File: src/verilog/dspbg_pkg.sv
package dspbg_pkg;
  // Register byte offsets
  localparam logic [5:0] OFS_CTRL0 = 6'h00;
  localparam logic [5:0] OFS_DATA0 = 6'h04;
  localparam logic [5:0] OFS_REL0_LOW = 6'h08;
  localparam logic [5:0] OFS_REL0_HIGH = 6'h0c;
  localparam logic [5:0] OFS_CTRL1 = 6'h10;
  localparam logic [5:0] OFS_DATA1 = 6'h14;
  localparam logic [5:0] OFS_REL1 = 6'h18;
  localparam logic [5:0] OFS_STATUS = 6'h1c;
  localparam logic [5:0] OFS_MASK = 6'h20;
  localparam logic [5:0] OFS_BUSY = 6'h24;

  // Control bit positions
  localparam int C_MODE = 0;
  localparam int C_RX_EN = 2;
  localparam int C_NINTH_TX = 3;
  localparam int C_NINTH_RX = 4;
  localparam int C_DOUBLE = 5;
  localparam int C_PRESC = 6;
  localparam int C_M0_RX_GO = 7;

  // Status, mask and busy bit positions
  localparam int S_TX0 = 0;
  localparam int S_RX0 = 1;
  localparam int S_TX1 = 2;
  localparam int S_RX1 = 3;
  localparam int EVT_W = 4;

  // Port 0 modes
  localparam logic [1:0] MODE_SHIFT = 2'h0;
  localparam logic [1:0] MODE_8BIT = 2'h1;
  localparam logic [1:0] MODE_9FIX = 2'h2;

  // Baud generators
  localparam int GEN_W = 10;
  localparam logic [9:0] GEN_MAX = 10'h3ff;
  // 12 MHz / (64 * (1024 - 985)) = 4.8 kBaud on port 0; port 1 divides by 32, giving 9.6 kBaud
  localparam logic [9:0] REL0_RST = 10'h3d9;
  localparam logic [9:0] REL1_RST = 10'h3d9;
  // Prescaler last counts for the x16 tick
  localparam logic [1:0] PRE_DIV4 = 2'h3;
  localparam logic [1:0] PRE_DIV2 = 2'h1;
  localparam logic [1:0] PRE_DIV1 = 2'h0;

  // Frame timing
  localparam logic [3:0] TICK_LAST = 4'hf;
  localparam logic [3:0] TICK_MID = 4'h7;
  localparam logic [3:0] FRAME10 = 4'ha;
  localparam logic [3:0] FRAME11 = 4'hb;
  localparam logic [3:0] RX_SAMPLES8 = 4'h9;
  localparam logic [3:0] RX_SAMPLES9 = 4'ha;
  localparam logic [3:0] M0_DIV_LAST = 4'hb;
  localparam logic [3:0] M0_HALF = 4'h6;
  localparam logic [2:0] M0_BIT_LAST = 3'h7;

  localparam logic [1:0] RESP_OKAY = 2'h0;
  localparam logic [1:0] RESP_SLVERR = 2'h2;
endpackage

File: src/verilog/dspbg_top.sv
`timescale 1ns/1ps

module dspbg_async (
  input wire logic aclk,
  input wire logic aresetn,
  input wire logic tick16,
  input wire logic nine_bit,
  input wire logic rx_en,
  input wire logic tx_start,
  input wire logic [7:0] tx_data,
  input wire logic tx_ninth,
  input wire logic rxd,
  output logic txd,
  output logic tx_busy,
  output logic rx_busy,
  output logic tx_done,
  output logic rx_done,
  output logic [7:0] rx_data,
  output logic rx_ninth
);
  typedef struct packed {
    logic tx_busy;
    logic [10:0] tx_sh;
    logic [3:0] tx_tk;
    logic [3:0] tx_left;
    logic rx_busy;
    logic rx_start;
    logic [3:0] rx_tk;
    logic [3:0] rx_left;
    logic [9:0] rx_sh;
    logic [7:0] rx_data;
    logic rx_ninth;
    logic tx_done;
    logic rx_done;
    logic txd;
  } dspbg_async_t;

  dspbg_async_t st_ff;
  dspbg_async_t nxt_st;

  always_comb begin
    nxt_st = st_ff;
    nxt_st.tx_done = 1'b0;
    nxt_st.rx_done = 1'b0;
    if (!st_ff.tx_busy) begin
      if (tx_start) begin
        nxt_st.tx_busy = 1'b1;
        nxt_st.tx_tk = '0;
        if (nine_bit) begin
          nxt_st.tx_sh = {1'b1, tx_ninth, tx_data, 1'b0};
          nxt_st.tx_left = dspbg_pkg::FRAME11;
        end else begin
          nxt_st.tx_sh = {2'b11, tx_data, 1'b0};
          nxt_st.tx_left = dspbg_pkg::FRAME10;
        end
      end
    end else if (tick16) begin
      if (st_ff.tx_tk == dspbg_pkg::TICK_LAST) begin
        nxt_st.tx_tk = '0;
        nxt_st.tx_sh = {1'b1, st_ff.tx_sh[10:1]};
        nxt_st.tx_left = st_ff.tx_left - 4'h1;
        if (st_ff.tx_left == 4'h1) begin
          nxt_st.tx_busy = 1'b0;
          nxt_st.tx_done = 1'b1;
        end
      end else begin
        nxt_st.tx_tk = st_ff.tx_tk + 4'h1;
      end
    end
    nxt_st.txd = nxt_st.tx_busy ? nxt_st.tx_sh[0] : 1'b1;

    if (!st_ff.rx_busy) begin
      if (rx_en && tick16 && !rxd) begin
        nxt_st.rx_busy = 1'b1;
        nxt_st.rx_start = 1'b1;
        nxt_st.rx_tk = '0;
      end
    end else if (tick16) begin
      nxt_st.rx_tk = st_ff.rx_tk + 4'h1;
      if (st_ff.rx_start) begin
        if (st_ff.rx_tk == dspbg_pkg::TICK_MID) begin
          // Glitch shorter than half a bit is not a start
          if (rxd) begin
            nxt_st.rx_busy = 1'b0;
          end else begin
            nxt_st.rx_start = 1'b0;
            nxt_st.rx_tk = '0;
            nxt_st.rx_left = nine_bit ? dspbg_pkg::RX_SAMPLES9
                                      : dspbg_pkg::RX_SAMPLES8;
          end
        end
      end else if (st_ff.rx_tk == dspbg_pkg::TICK_LAST) begin
        nxt_st.rx_tk = '0;
        nxt_st.rx_sh = {rxd, st_ff.rx_sh[9:1]};
        nxt_st.rx_left = st_ff.rx_left - 4'h1;
        if (st_ff.rx_left == 4'h1) begin
          nxt_st.rx_busy = 1'b0;
          nxt_st.rx_done = 1'b1;
          if (nine_bit) begin
            nxt_st.rx_data = nxt_st.rx_sh[7:0];
            nxt_st.rx_ninth = nxt_st.rx_sh[8];
          end else begin
            nxt_st.rx_data = nxt_st.rx_sh[8:1];
            nxt_st.rx_ninth = nxt_st.rx_sh[9];
          end
        end
      end
    end
  end

  always_ff @(posedge aclk) begin
    if (!aresetn) begin
      st_ff <= '0;
      st_ff.txd <= 1'b1;
    end else begin
      st_ff <= nxt_st;
    end
  end

  assign txd = st_ff.txd;
  assign tx_busy = st_ff.tx_busy;
  assign rx_busy = st_ff.rx_busy;
  assign tx_done = st_ff.tx_done;
  assign rx_done = st_ff.rx_done;
  assign rx_data = st_ff.rx_data;
  assign rx_ninth = st_ff.rx_ninth;
endmodule

module dspbg_top #(
  parameter logic [9:0] REL0_INIT = dspbg_pkg::REL0_RST,
  parameter logic [9:0] REL1_INIT = dspbg_pkg::REL1_RST
) (
  input wire logic aclk,
  input wire logic aresetn,
  input wire logic [5:0] s_axi_awaddr,
  input wire logic s_axi_awvalid,
  output logic s_axi_awready,
  input wire logic [31:0] s_axi_wdata,
  input wire logic [3:0] s_axi_wstrb,
  input wire logic s_axi_wvalid,
  output logic s_axi_wready,
  output logic [1:0] s_axi_bresp,
  output logic s_axi_bvalid,
  input wire logic s_axi_bready,
  input wire logic [5:0] s_axi_araddr,
  input wire logic s_axi_arvalid,
  output logic s_axi_arready,
  output logic [31:0] s_axi_rdata,
  output logic [1:0] s_axi_rresp,
  output logic s_axi_rvalid,
  input wire logic s_axi_rready,
  input wire logic timer1_overflow,
  input wire logic port0_receive_pin_i,
  output logic port0_receive_pin_o,
  output logic port0_receive_pin_oe,
  output logic port0_transmit_pin,
  input wire logic port1_receive_pin,
  output logic port1_transmit_pin,
  output logic irq
);
  typedef struct packed {
    logic aw_ok;
    logic [5:0] aw_addr;
    logic w_ok;
    logic [31:0] w_data;
    logic [3:0] w_strb;
    logic bvalid;
    logic [1:0] bresp;
    logic rvalid;
    logic [1:0] rresp;
    logic [31:0] rdata;
    logic [1:0] c0_mode;
    logic c0_rx_en;
    logic port0_ninth_tx_flag;
    logic port0_ninth_rx_flag;
    logic rate_doubling_bit;
    logic fixed_rate_prescaler;
    logic c1_mode_b;
    logic c1_rx_en;
    logic port1_ninth_tx_flag;
    logic port1_ninth_rx_flag;
    logic [9:0] port0_reload_value;
    logic [9:0] port1_reload_value;
    logic [9:0] gen0;
    logic [9:0] gen1;
    logic [1:0] pre0;
    logic [1:0] pre1;
    logic tick0;
    logic tick1;
    logic [7:0] tx0_data;
    logic [7:0] tx1_data;
    logic tx0_go;
    logic tx1_go;
    logic [7:0] rx0_buf;
    logic [7:0] rx1_buf;
    logic [3:0] status;
    logic [3:0] mask;
    logic m0_busy;
    logic m0_rx;
    logic [3:0] m0_div;
    logic [2:0] m0_bit;
    logic [7:0] m0_sh;
    logic p0_tx;
    logic p0_rx_o;
    logic p0_rx_oe;
  } dspbg_state_t;

  dspbg_state_t st_ff;
  dspbg_state_t nxt_st;

  logic a0_txd;
  logic a0_tx_busy;
  logic a0_rx_busy;
  logic a0_tx_done;
  logic a0_rx_done;
  logic [7:0] a0_rx_data;
  logic a0_rx_ninth;
  logic a1_tx_busy;
  logic a1_rx_busy;
  logic a1_tx_done;
  logic a1_rx_done;
  logic [7:0] a1_rx_data;
  logic a1_rx_ninth;

  // Free-running up counter, reloaded after the all-ones state
  function automatic logic [9:0] gen_step(logic [9:0] cnt,
                                          logic [9:0] rel);
    gen_step = (cnt == dspbg_pkg::GEN_MAX) ? rel : cnt + 10'h001;
  endfunction

  // Returns {tick, next count} of a divide-by-(last+1) prescaler
  function automatic logic [2:0] pre_step(logic [1:0] cnt, logic pulse,
                                          logic [1:0] last);
    if (!pulse) begin
      pre_step = {1'b0, cnt};
    end else if (cnt >= last) begin
      pre_step = {1'b1, 2'b00};
    end else begin
      pre_step = {1'b0, cnt + 2'b01};
    end
  endfunction

  always_comb begin
    logic wen;
    logic ren;
    logic p0_async;
    logic src_pulse;
    logic [1:0] src_last;
    logic [2:0] pr;
    logic [3:0] evt;
    logic [3:0] clr;
    wen = st_ff.aw_ok && st_ff.w_ok && !st_ff.bvalid;
    ren = s_axi_arvalid && !st_ff.rvalid;
    p0_async = st_ff.c0_mode != dspbg_pkg::MODE_SHIFT;
    src_pulse = 1'b0;
    src_last = dspbg_pkg::PRE_DIV1;
    pr = '0;
    evt = '0;
    clr = '0;
    nxt_st = st_ff;
    nxt_st.tx0_go = 1'b0;
    nxt_st.tx1_go = 1'b0;

    // Bus channels
    if (s_axi_awvalid && s_axi_awready) begin
      nxt_st.aw_ok = 1'b1;
      nxt_st.aw_addr = s_axi_awaddr;
    end
    if (s_axi_wvalid && s_axi_wready) begin
      nxt_st.w_ok = 1'b1;
      nxt_st.w_data = s_axi_wdata;
      nxt_st.w_strb = s_axi_wstrb;
    end
    if (st_ff.bvalid && s_axi_bready) begin
      nxt_st.bvalid = 1'b0;
    end
    if (st_ff.rvalid && s_axi_rready) begin
      nxt_st.rvalid = 1'b0;
    end

    // Baud sources
    nxt_st.gen0 = gen_step(st_ff.gen0, st_ff.port0_reload_value);
    nxt_st.gen1 = gen_step(st_ff.gen1, st_ff.port1_reload_value);
    if (st_ff.c0_mode == dspbg_pkg::MODE_9FIX) begin
      src_pulse = 1'b1;
      src_last = st_ff.rate_doubling_bit ? dspbg_pkg::PRE_DIV2
                                         : dspbg_pkg::PRE_DIV4;
    end else if (st_ff.fixed_rate_prescaler) begin
      // x16 tick = gen rate * 2^double / 4
      src_pulse = st_ff.gen0 == dspbg_pkg::GEN_MAX;
      src_last = st_ff.rate_doubling_bit ? dspbg_pkg::PRE_DIV2
                                         : dspbg_pkg::PRE_DIV4;
    end else begin
      src_pulse = timer1_overflow;
      src_last = st_ff.rate_doubling_bit ? dspbg_pkg::PRE_DIV1
                                         : dspbg_pkg::PRE_DIV2;
    end
    pr = pre_step(st_ff.pre0, src_pulse, src_last);
    nxt_st.tick0 = pr[2] && p0_async;
    nxt_st.pre0 = pr[1:0];
    pr = pre_step(st_ff.pre1, st_ff.gen1 == dspbg_pkg::GEN_MAX,
                  dspbg_pkg::PRE_DIV2);
    nxt_st.tick1 = pr[2];
    nxt_st.pre1 = pr[1:0];

    // Shift register mode, 12 clocks per bit
    if (st_ff.m0_busy) begin
      if (st_ff.m0_rx && st_ff.m0_div == dspbg_pkg::M0_HALF) begin
        nxt_st.m0_sh = {port0_receive_pin_i, st_ff.m0_sh[7:1]};
      end
      if (st_ff.m0_div == dspbg_pkg::M0_DIV_LAST) begin
        nxt_st.m0_div = '0;
        nxt_st.m0_bit = st_ff.m0_bit + 3'h1;
        if (!st_ff.m0_rx) begin
          nxt_st.m0_sh = {1'b0, st_ff.m0_sh[7:1]};
        end
        if (st_ff.m0_bit == dspbg_pkg::M0_BIT_LAST) begin
          nxt_st.m0_busy = 1'b0;
          if (st_ff.m0_rx) begin
            nxt_st.rx0_buf = nxt_st.m0_sh;
            evt[dspbg_pkg::S_RX0] = 1'b1;
          end else begin
            evt[dspbg_pkg::S_TX0] = 1'b1;
          end
        end
      end else begin
        nxt_st.m0_div = st_ff.m0_div + 4'h1;
      end
    end

    // Asynchronous frame completions
    if (a0_rx_done) begin
      nxt_st.rx0_buf = a0_rx_data;
      nxt_st.port0_ninth_rx_flag = a0_rx_ninth;
    end
    if (a1_rx_done) begin
      nxt_st.rx1_buf = a1_rx_data;
      nxt_st.port1_ninth_rx_flag = a1_rx_ninth;
    end
    evt[dspbg_pkg::S_TX0] = evt[dspbg_pkg::S_TX0] | a0_tx_done;
    evt[dspbg_pkg::S_RX0] = evt[dspbg_pkg::S_RX0] | a0_rx_done;
    evt[dspbg_pkg::S_TX1] = a1_tx_done;
    evt[dspbg_pkg::S_RX1] = a1_rx_done;

    // Register write
    if (wen) begin
      nxt_st.aw_ok = 1'b0;
      nxt_st.w_ok = 1'b0;
      nxt_st.bvalid = 1'b1;
      nxt_st.bresp = dspbg_pkg::RESP_OKAY;
      unique case (st_ff.aw_addr)
        dspbg_pkg::OFS_CTRL0: if (st_ff.w_strb[0]) begin
          nxt_st.c0_mode = st_ff.w_data[dspbg_pkg::C_MODE +: 2];
          nxt_st.c0_rx_en = st_ff.w_data[dspbg_pkg::C_RX_EN];
          nxt_st.port0_ninth_tx_flag = st_ff.w_data[dspbg_pkg::C_NINTH_TX];
          nxt_st.rate_doubling_bit = st_ff.w_data[dspbg_pkg::C_DOUBLE];
          nxt_st.fixed_rate_prescaler = st_ff.w_data[dspbg_pkg::C_PRESC];
          if (st_ff.w_data[dspbg_pkg::C_M0_RX_GO] && !st_ff.m0_busy
              && st_ff.w_data[dspbg_pkg::C_MODE +: 2]
                 == dspbg_pkg::MODE_SHIFT) begin
            nxt_st.m0_busy = 1'b1;
            nxt_st.m0_rx = 1'b1;
            nxt_st.m0_div = '0;
            nxt_st.m0_bit = '0;
          end
        end
        dspbg_pkg::OFS_DATA0: if (st_ff.w_strb[0]) begin
          if (!p0_async && !st_ff.m0_busy) begin
            nxt_st.m0_busy = 1'b1;
            nxt_st.m0_rx = 1'b0;
            nxt_st.m0_div = '0;
            nxt_st.m0_bit = '0;
            nxt_st.m0_sh = st_ff.w_data[7:0];
          end else if (p0_async && !a0_tx_busy && !st_ff.tx0_go) begin
            nxt_st.tx0_data = st_ff.w_data[7:0];
            nxt_st.tx0_go = 1'b1;
          end
        end
        dspbg_pkg::OFS_REL0_LOW: if (st_ff.w_strb[0]) begin
          nxt_st.port0_reload_value[7:0] = st_ff.w_data[7:0];
        end
        dspbg_pkg::OFS_REL0_HIGH: if (st_ff.w_strb[0]) begin
          nxt_st.port0_reload_value[9:8] = st_ff.w_data[1:0];
        end
        dspbg_pkg::OFS_CTRL1: if (st_ff.w_strb[0]) begin
          nxt_st.c1_mode_b = st_ff.w_data[dspbg_pkg::C_MODE];
          nxt_st.c1_rx_en = st_ff.w_data[dspbg_pkg::C_RX_EN];
          nxt_st.port1_ninth_tx_flag = st_ff.w_data[dspbg_pkg::C_NINTH_TX];
        end
        dspbg_pkg::OFS_DATA1: if (st_ff.w_strb[0]) begin
          if (!a1_tx_busy && !st_ff.tx1_go) begin
            nxt_st.tx1_data = st_ff.w_data[7:0];
            nxt_st.tx1_go = 1'b1;
          end
        end
        dspbg_pkg::OFS_REL1: begin
          if (st_ff.w_strb[0]) begin
            nxt_st.port1_reload_value[7:0] = st_ff.w_data[7:0];
          end
          if (st_ff.w_strb[1]) begin
            nxt_st.port1_reload_value[9:8] = st_ff.w_data[9:8];
          end
        end
        dspbg_pkg::OFS_STATUS: if (st_ff.w_strb[0]) begin
          clr = st_ff.w_data[dspbg_pkg::EVT_W-1:0];
        end
        dspbg_pkg::OFS_MASK: if (st_ff.w_strb[0]) begin
          nxt_st.mask = st_ff.w_data[dspbg_pkg::EVT_W-1:0];
        end
        dspbg_pkg::OFS_BUSY: ;
        default: nxt_st.bresp = dspbg_pkg::RESP_SLVERR;
      endcase
    end
    // New events win over a clear in the same cycle
    nxt_st.status = (st_ff.status & ~clr) | evt;

    // Register read
    if (ren) begin
      nxt_st.rvalid = 1'b1;
      nxt_st.rresp = dspbg_pkg::RESP_OKAY;
      nxt_st.rdata = '0;
      unique case (s_axi_araddr)
        dspbg_pkg::OFS_CTRL0: begin
          nxt_st.rdata[dspbg_pkg::C_MODE +: 2] = st_ff.c0_mode;
          nxt_st.rdata[dspbg_pkg::C_RX_EN] = st_ff.c0_rx_en;
          nxt_st.rdata[dspbg_pkg::C_NINTH_TX] = st_ff.port0_ninth_tx_flag;
          nxt_st.rdata[dspbg_pkg::C_NINTH_RX] = st_ff.port0_ninth_rx_flag;
          nxt_st.rdata[dspbg_pkg::C_DOUBLE] = st_ff.rate_doubling_bit;
          nxt_st.rdata[dspbg_pkg::C_PRESC] = st_ff.fixed_rate_prescaler;
        end
        dspbg_pkg::OFS_DATA0: nxt_st.rdata[7:0] = st_ff.rx0_buf;
        dspbg_pkg::OFS_REL0_LOW:
          nxt_st.rdata[7:0] = st_ff.port0_reload_value[7:0];
        dspbg_pkg::OFS_REL0_HIGH:
          nxt_st.rdata[1:0] = st_ff.port0_reload_value[9:8];
        dspbg_pkg::OFS_CTRL1: begin
          nxt_st.rdata[dspbg_pkg::C_MODE] = st_ff.c1_mode_b;
          nxt_st.rdata[dspbg_pkg::C_RX_EN] = st_ff.c1_rx_en;
          nxt_st.rdata[dspbg_pkg::C_NINTH_TX] = st_ff.port1_ninth_tx_flag;
          nxt_st.rdata[dspbg_pkg::C_NINTH_RX] = st_ff.port1_ninth_rx_flag;
        end
        dspbg_pkg::OFS_DATA1: nxt_st.rdata[7:0] = st_ff.rx1_buf;
        dspbg_pkg::OFS_REL1: nxt_st.rdata[9:0] = st_ff.port1_reload_value;
        dspbg_pkg::OFS_STATUS:
          nxt_st.rdata[dspbg_pkg::EVT_W-1:0] = st_ff.status;
        dspbg_pkg::OFS_MASK: nxt_st.rdata[dspbg_pkg::EVT_W-1:0] = st_ff.mask;
        dspbg_pkg::OFS_BUSY: begin
          nxt_st.rdata[dspbg_pkg::S_TX0] = a0_tx_busy
            || (st_ff.m0_busy && !st_ff.m0_rx);
          nxt_st.rdata[dspbg_pkg::S_RX0] = a0_rx_busy
            || (st_ff.m0_busy && st_ff.m0_rx);
          nxt_st.rdata[dspbg_pkg::S_TX1] = a1_tx_busy;
          nxt_st.rdata[dspbg_pkg::S_RX1] = a1_rx_busy;
        end
        default: nxt_st.rresp = dspbg_pkg::RESP_SLVERR;
      endcase
    end

    // Pins: mode 0 drives the shift clock, and the data line only while transmitting
    if (p0_async) begin
      nxt_st.p0_tx = a0_txd;
      nxt_st.p0_rx_oe = 1'b0;
      nxt_st.p0_rx_o = 1'b1;
    end else begin
      nxt_st.p0_tx = !nxt_st.m0_busy
        || (nxt_st.m0_div >= dspbg_pkg::M0_HALF);
      nxt_st.p0_rx_oe = nxt_st.m0_busy && !nxt_st.m0_rx;
      // Released data line shows idle high
      nxt_st.p0_rx_o = nxt_st.p0_rx_oe ? nxt_st.m0_sh[0] : 1'b1;
    end
  end

  always_ff @(posedge aclk) begin
    if (!aresetn) begin
      st_ff <= '0;
      st_ff.port0_reload_value <= REL0_INIT;
      st_ff.port1_reload_value <= REL1_INIT;
      st_ff.p0_tx <= 1'b1;
      st_ff.p0_rx_o <= 1'b1;
    end else begin
      st_ff <= nxt_st;
    end
  end

  dspbg_async u_port0 (
    .aclk(aclk),
    .aresetn(aresetn),
    .tick16(st_ff.tick0),
    .nine_bit(st_ff.c0_mode[1]),
    .rx_en(st_ff.c0_rx_en && st_ff.c0_mode != dspbg_pkg::MODE_SHIFT),
    .tx_start(st_ff.tx0_go),
    .tx_data(st_ff.tx0_data),
    .tx_ninth(st_ff.port0_ninth_tx_flag),
    .rxd(port0_receive_pin_i),
    .txd(a0_txd),
    .tx_busy(a0_tx_busy),
    .rx_busy(a0_rx_busy),
    .tx_done(a0_tx_done),
    .rx_done(a0_rx_done),
    .rx_data(a0_rx_data),
    .rx_ninth(a0_rx_ninth)
  );

  dspbg_async u_port1 (
    .aclk(aclk),
    .aresetn(aresetn),
    .tick16(st_ff.tick1),
    .nine_bit(!st_ff.c1_mode_b),
    .rx_en(st_ff.c1_rx_en),
    .tx_start(st_ff.tx1_go),
    .tx_data(st_ff.tx1_data),
    .tx_ninth(st_ff.port1_ninth_tx_flag),
    .rxd(port1_receive_pin),
    .txd(port1_transmit_pin),
    .tx_busy(a1_tx_busy),
    .rx_busy(a1_rx_busy),
    .tx_done(a1_tx_done),
    .rx_done(a1_rx_done),
    .rx_data(a1_rx_data),
    .rx_ninth(a1_rx_ninth)
  );

  assign s_axi_awready = !st_ff.aw_ok && !st_ff.bvalid;
  assign s_axi_wready = !st_ff.w_ok && !st_ff.bvalid;
  assign s_axi_bvalid = st_ff.bvalid;
  assign s_axi_bresp = st_ff.bresp;
  assign s_axi_arready = !st_ff.rvalid;
  assign s_axi_rvalid = st_ff.rvalid;
  assign s_axi_rdata = st_ff.rdata;
  assign s_axi_rresp = st_ff.rresp;
  assign port0_transmit_pin = st_ff.p0_tx;
  assign port0_receive_pin_o = st_ff.p0_rx_o;
  assign port0_receive_pin_oe = st_ff.p0_rx_oe;
  assign irq = |(st_ff.status & st_ff.mask);
endmodule

File: config.mk
export PLATFORM = sky130hd
export DESIGN_NAME = dspbg_top
export DESIGN_NICKNAME = d
export VERILOG_FILES = /design/src/verilog/dspbg_pkg.sv /design/src/verilog/dspbg_top.sv
export SDC_FILE = /design/constraint.sdc
export NUM_CORES = 1
export LEC_CHECK = 0
export CORE_UTILIZATION = 33
export DETAILED_ROUTE_END_ITERATION = 10
export DONT_BUFFER_PORTS = 1
export PLACE_DENSITY = 0.58
export SLEW_MARGIN = 25
export SYNTH_ARGS = -nofsm -noshare
export SYNTH_HDL_FRONTEND = slang
export SYNTH_SLANG_ARGS = --single-unit
File: constraint.sdc
create_clock -name aclk -period 5.6 [get_ports aclk]
set_input_delay 1.4 -clock aclk [delete_from_list [all_inputs] [get_ports aclk]]
set_output_delay 1.4 -clock aclk [all_outputs]
set_load 0.05 [all_outputs]
After elaboration in Yosys (flattened, before gate mapping) --
Index checks and enable logic that the tools add are counted.
Cells by class: add/subtract/negate cells 14, magnitude comparators 3, equal/unequal tests 44, muxes and demuxes 111, bitwise gates (word level) 20, reductions and logical operators 96
Operators with widths (number):
- $mux W20 | 6
- $mux W8 | 11
- $mux W9 | 8
- $mux W10 | 6
- $mux W29 | 2
- $mux W27 | 2
- $mux W17 | 3
- $eq A6 B5 Y1 const B | 8
- $mux W19 | 2
- $mux W35 | 1
- $mux W4 | 8
- $mux W1 | 31
- $reduce_and A4 Y1 | 7
- $reduce_and A3 Y1 | 9
- $reduce_bool A2 Y1 | 13
- $logic_and A1 B1 Y1 | 25
- $reduce_and A5 Y1 | 5
- $eq A6 B4 Y1 const B | 4
- $eq A6 B6 Y1 const B | 4
- $mux W12 | 2
- $mux W6 | 4
- $mux W2 | 11
- $add A10 B1 Y10 const B | 2
- $add A4 B1 Y4 const B | 5
- 39 further kinds | 109
Word-level totals: register bits after elaboration 259, input port bits 58

Depth between registers and ports, before layout --
depth in word-level cells 15, gate-level depth with buffers 9, mapped depth without buffers 8

Modules after synthesis --
Synthesis repeated with hierarchy kept, for this count alone.
Second synthesis, totals: cell total of the unflattened synthesis 1403, area, all modules 12142.9 µm²
Modules (own cells, without submodules):
- dspbg_top | instances 1, cells an instance 871, area an instance 7423.4 µm², sequential area each 3062.9 µm²
- dspbg_async | instances 2, cells an instance 266, area an instance 2359.8 µm², sequential area each 1021.0 µm²

Least setup slack after synthesis --
No wires, ideal clock.
path kind input-to-reg, start point in s_axi_araddr[1], end point reg st_ff, in the netlist s_axi_rdata[3], setup time 86 ps, data arrival time 2798 ps, path slack 2716 ps, cell stages on the path 5, buffers on the path 1, cell sequence or4b_1 clkbuf_1 nor3_1 a221oi_1 a211oi_1
Between the ends: word-level cells in the longest chain between the ends 2
Ends and longest elaborated chain:
- from (decl) | RTL line dspbg_top.sv:145 | input wire logic [5:0] s_axi_araddr,
- $eq A6 B6 Y1, or another cell as far along | RTL line dspbg_top.sv:422 | unique case (s_axi_araddr)
- $pmux W2 S9 * | RTL line dspbg_top.sv:422
- to (signal assigned) | RTL line dspbg_top.sv:481 | st_ff <= nxt_st;
- to (decl) | RTL line dspbg_top.sv:208 | dspbg_state_t st_ff;
Every way passes the cells marked *; elsewhere a longest branch is shown, timed or not. A chain may end at the register's enable or synchronous reset.

Worst setup path in the final report --
start point reg st_ff, in the netlist s_axi_bvalid, end point out s_axi_wready
Between the ends: word-level cells in the longest chain between the ends 2
Ends and longest elaborated chain:
- $logic_not A1 Y1 | RTL line dspbg_top.sv:524 | assign s_axi_wready = !st_ff.w_ok && !st_ff.bvalid;
- $logic_and A1 B1 Y1 | RTL line dspbg_top.sv:524
- to (decl) | RTL line dspbg_top.sv:141 | output logic s_axi_wready,
Every way passes these cells.

==> reports/qor.yml <==
drive_gt1_frac: 0.0647
drc: 0
cts_resized: 0
p_comb_frac: 0.042
cts_tree: "yes"
finalSetupViolCount: 0
design.die.area_um2: 36600
synth_area_um2: 11800
drv_cap: 0
die_h_um: 191
grt_usage: 0.161
power_leakage_nw: 4.27
synth.largest_area_cell: "dfxtp_1"
min_period_over_period: 0.592
post_cts_buffers: 0
dieWidth_um: 191
synth_seq_cells: 255
pwr-share-seq: 0.489
whs_ps: 447
num_vias: 9472
vdd_drop_max_uv: 258
start_util: 0.339
power.share.clock: 0.469
core_area_um2: 34900
slew_headroom: 0.280
drt_iter0_markers: 612
fmax_mhz: 302
wl_per_cell_um: 16.7
grt_max_degree: 89
syn_to_final_growth_pct: 8.56
antenna_left: 0
numCtsBuffers: 28
cts_hold_buffers: 0
fin_crit_ps: 3320
power.net_switching_w: 0.000912
status: "finished, final reports clean"
async_reset_ff_frac: 0
cp_top_family: "simple AND/OR/NAND/NOR gates"
synth_enable_flop_cells: 0
tns_ps: 0
p_int_w: 0.00295
synth.area.top_cells: "dfxtp_1 43%, mux2i_1 8.0%, a21oi_1 4.9%"
worst_clock_skew_ps: 10.9
path_max_fanout: 8
criticalPathCategory: "reg -> out"
crit_required_ps: 4200
yosysSeqAreaShare: 0.432
cp_slowest_cell: "nor2_1"
synth_cells: 1360
start_kind: "flop"
yosysUniqueCellTypes: 80
slew_violations: 0
ys_warn_count: 0
clockBufferDepth: 3
grt_pass1_vias: 8931
synth_top_area_frac: 0.432
insertion_delay_ps: 540
worstPathArrival_ps: 1920
wl_um: 29600
grt_overflow: 0
avgSynthCellArea_um2: 8.70
fin_nets: 1371
p_sw_frac: 0.236
finalHoldViolCount: 0
crit_buf_inv: 0
tightest_slew_ps: 1080
worstPathCellList: "nor2_1"
cts-root-buf: "clkbuf_16"
power.density_nw_per_um2: 301
rows: 68
slowest_delay_ps: 850
grt_pass1_wl_um: 47700
ios: 104
synth.top_cells.by_count: "255 x dfxtp_1, 140 x nand2_1, 123 x nor2_1"
dr.pass1.iters: 5
end_kind: "primary output"
cts_max_level: 1
antenna_found_initial: 0
vias_per_cell: 5.35
cts.sink_count: 255
post-synth-top-count-cell: "dfxtp_1"
antennaDiodeCount: 0
io_buffers: 0
rsz0062_at_grt: "false"
clk_pin_slew_worst_paths_ps: 60
synth_flop_cell: "dfxtp_1"
place_congestion: 0.829
post-dp-hpwl_um: 20200
hold_class: "reg -> reg"
==> metal layers <==
metal,wire length (µm),up-vias,track usage,part of all wire
met5,0,-,0,0
met4,835,0,0.0574,0.028
met3,1470,57,0.0222,0.050
met2,13400,235,0.263,0.45
met1,13900,4470,0.214,0.47
li1,-,4710,-,-
==> flip-flops by register name (all words and copies together) (netlist names), 8 cells and up <==
name / count
st_ff: 136
u_port0.st_ff: 37
u_port1.st_ff: 37
s_axi_rdata: 10
u_port0.rx_data: 8
u_port1.rx_data: 8
==> stage by stage <==
stage / total power (W) / instance area (µm²) / setup WS, ps / instances / utilization
2_1_floorplan: 0.00208 / 11900 / 2720 / 1383 / -
3_3_place_gp: 0.00209 / 11900 / 2410 / 1717 / 0.341
3_5_place_dp: 0.00209 / 11900 / 2380 / 1717 / 0.341
4_1_cts: 0.00391 / 12800 / 2260 / 1769 / 0.368
5_1_grt: 0.00400 / 12800 / 2200 / 1769 / 0.368
6_report: 0.00386 / 12800 / 2280 / 1769 / 0.368
==> final timing paths <==
check	start	to	slack (ps)	cells after the start
worst min-delay path	u_port1.st_ff[50]	u_port1.st_ff[50]	450	2
worst min register to register	u_port1.st_ff[50]	u_port1.st_ff[50]	450	2
worst max-delay path	s_axi_bvalid	s_axi_wready	2280	1
worst max register to register	st_ff[118]	st_ff[66]	2840	7
==> cell families after synthesis <==
group	Yosys count	share of synthesized area
flops	255	0.432
xor+xnor	13	0.00963
other cells	1	0.000317
mux	103	0.0880
simple gates	476	0.207
fa+ha+maj	21	0.0222
compound gates	340	0.181
buf+inv	151	0.0600
==> cells in the final DEF (no fill, tap or decap), types with 8 or more instances in the layout <==
cell,n
nand2b_1,12
nor2_1,123
o21ai_0,66
conb_1,24
clkinv_2,8
mux2_2,8
mux2i_1,95
inv_1,26
nand3_1,39
a21oi_1,116
ha_1,21
nor2b_1,12
nor3_1,25
dfxtp_1,255
o21a_1,15
nand2_1,140
a211oi_1,32
and3_1,11
a22oi_1,25
nand4_1,11
clkbuf_16,29
and2_1,11
a31oi_1,23
nand3b_1,16
==> power groups by stage <==
stage	clock [W]	sequential, W	combinational [W]
global route	0.00193	0.00189	0.000179
floorplan	0	0.00189	0.000187
finish	0.00181	0.00189	0.000163
CTS	0.00186	0.00189	0.000163
global placement	0	0.00193	0.000161
detailed placement	0	0.00193	0.000163
==> final cells by class <==
| class | count | area [µm²] |
|---|---|---|
| Fill cell | 3564 | 22000 |
| Multi-Input combinational cell | 977 | 6120 |
| Sequential cell | 255 | 5100 |
| Clock buffer | 41 | 831 |
| Tap cell | 455 | 569 |
| Inverter | 27 | 106 |
| Clock inverter | 11 | 87.6 |
| Timing Repair Buffer | 3 | 22.5 |
Power figures use the tool's default switching activity.
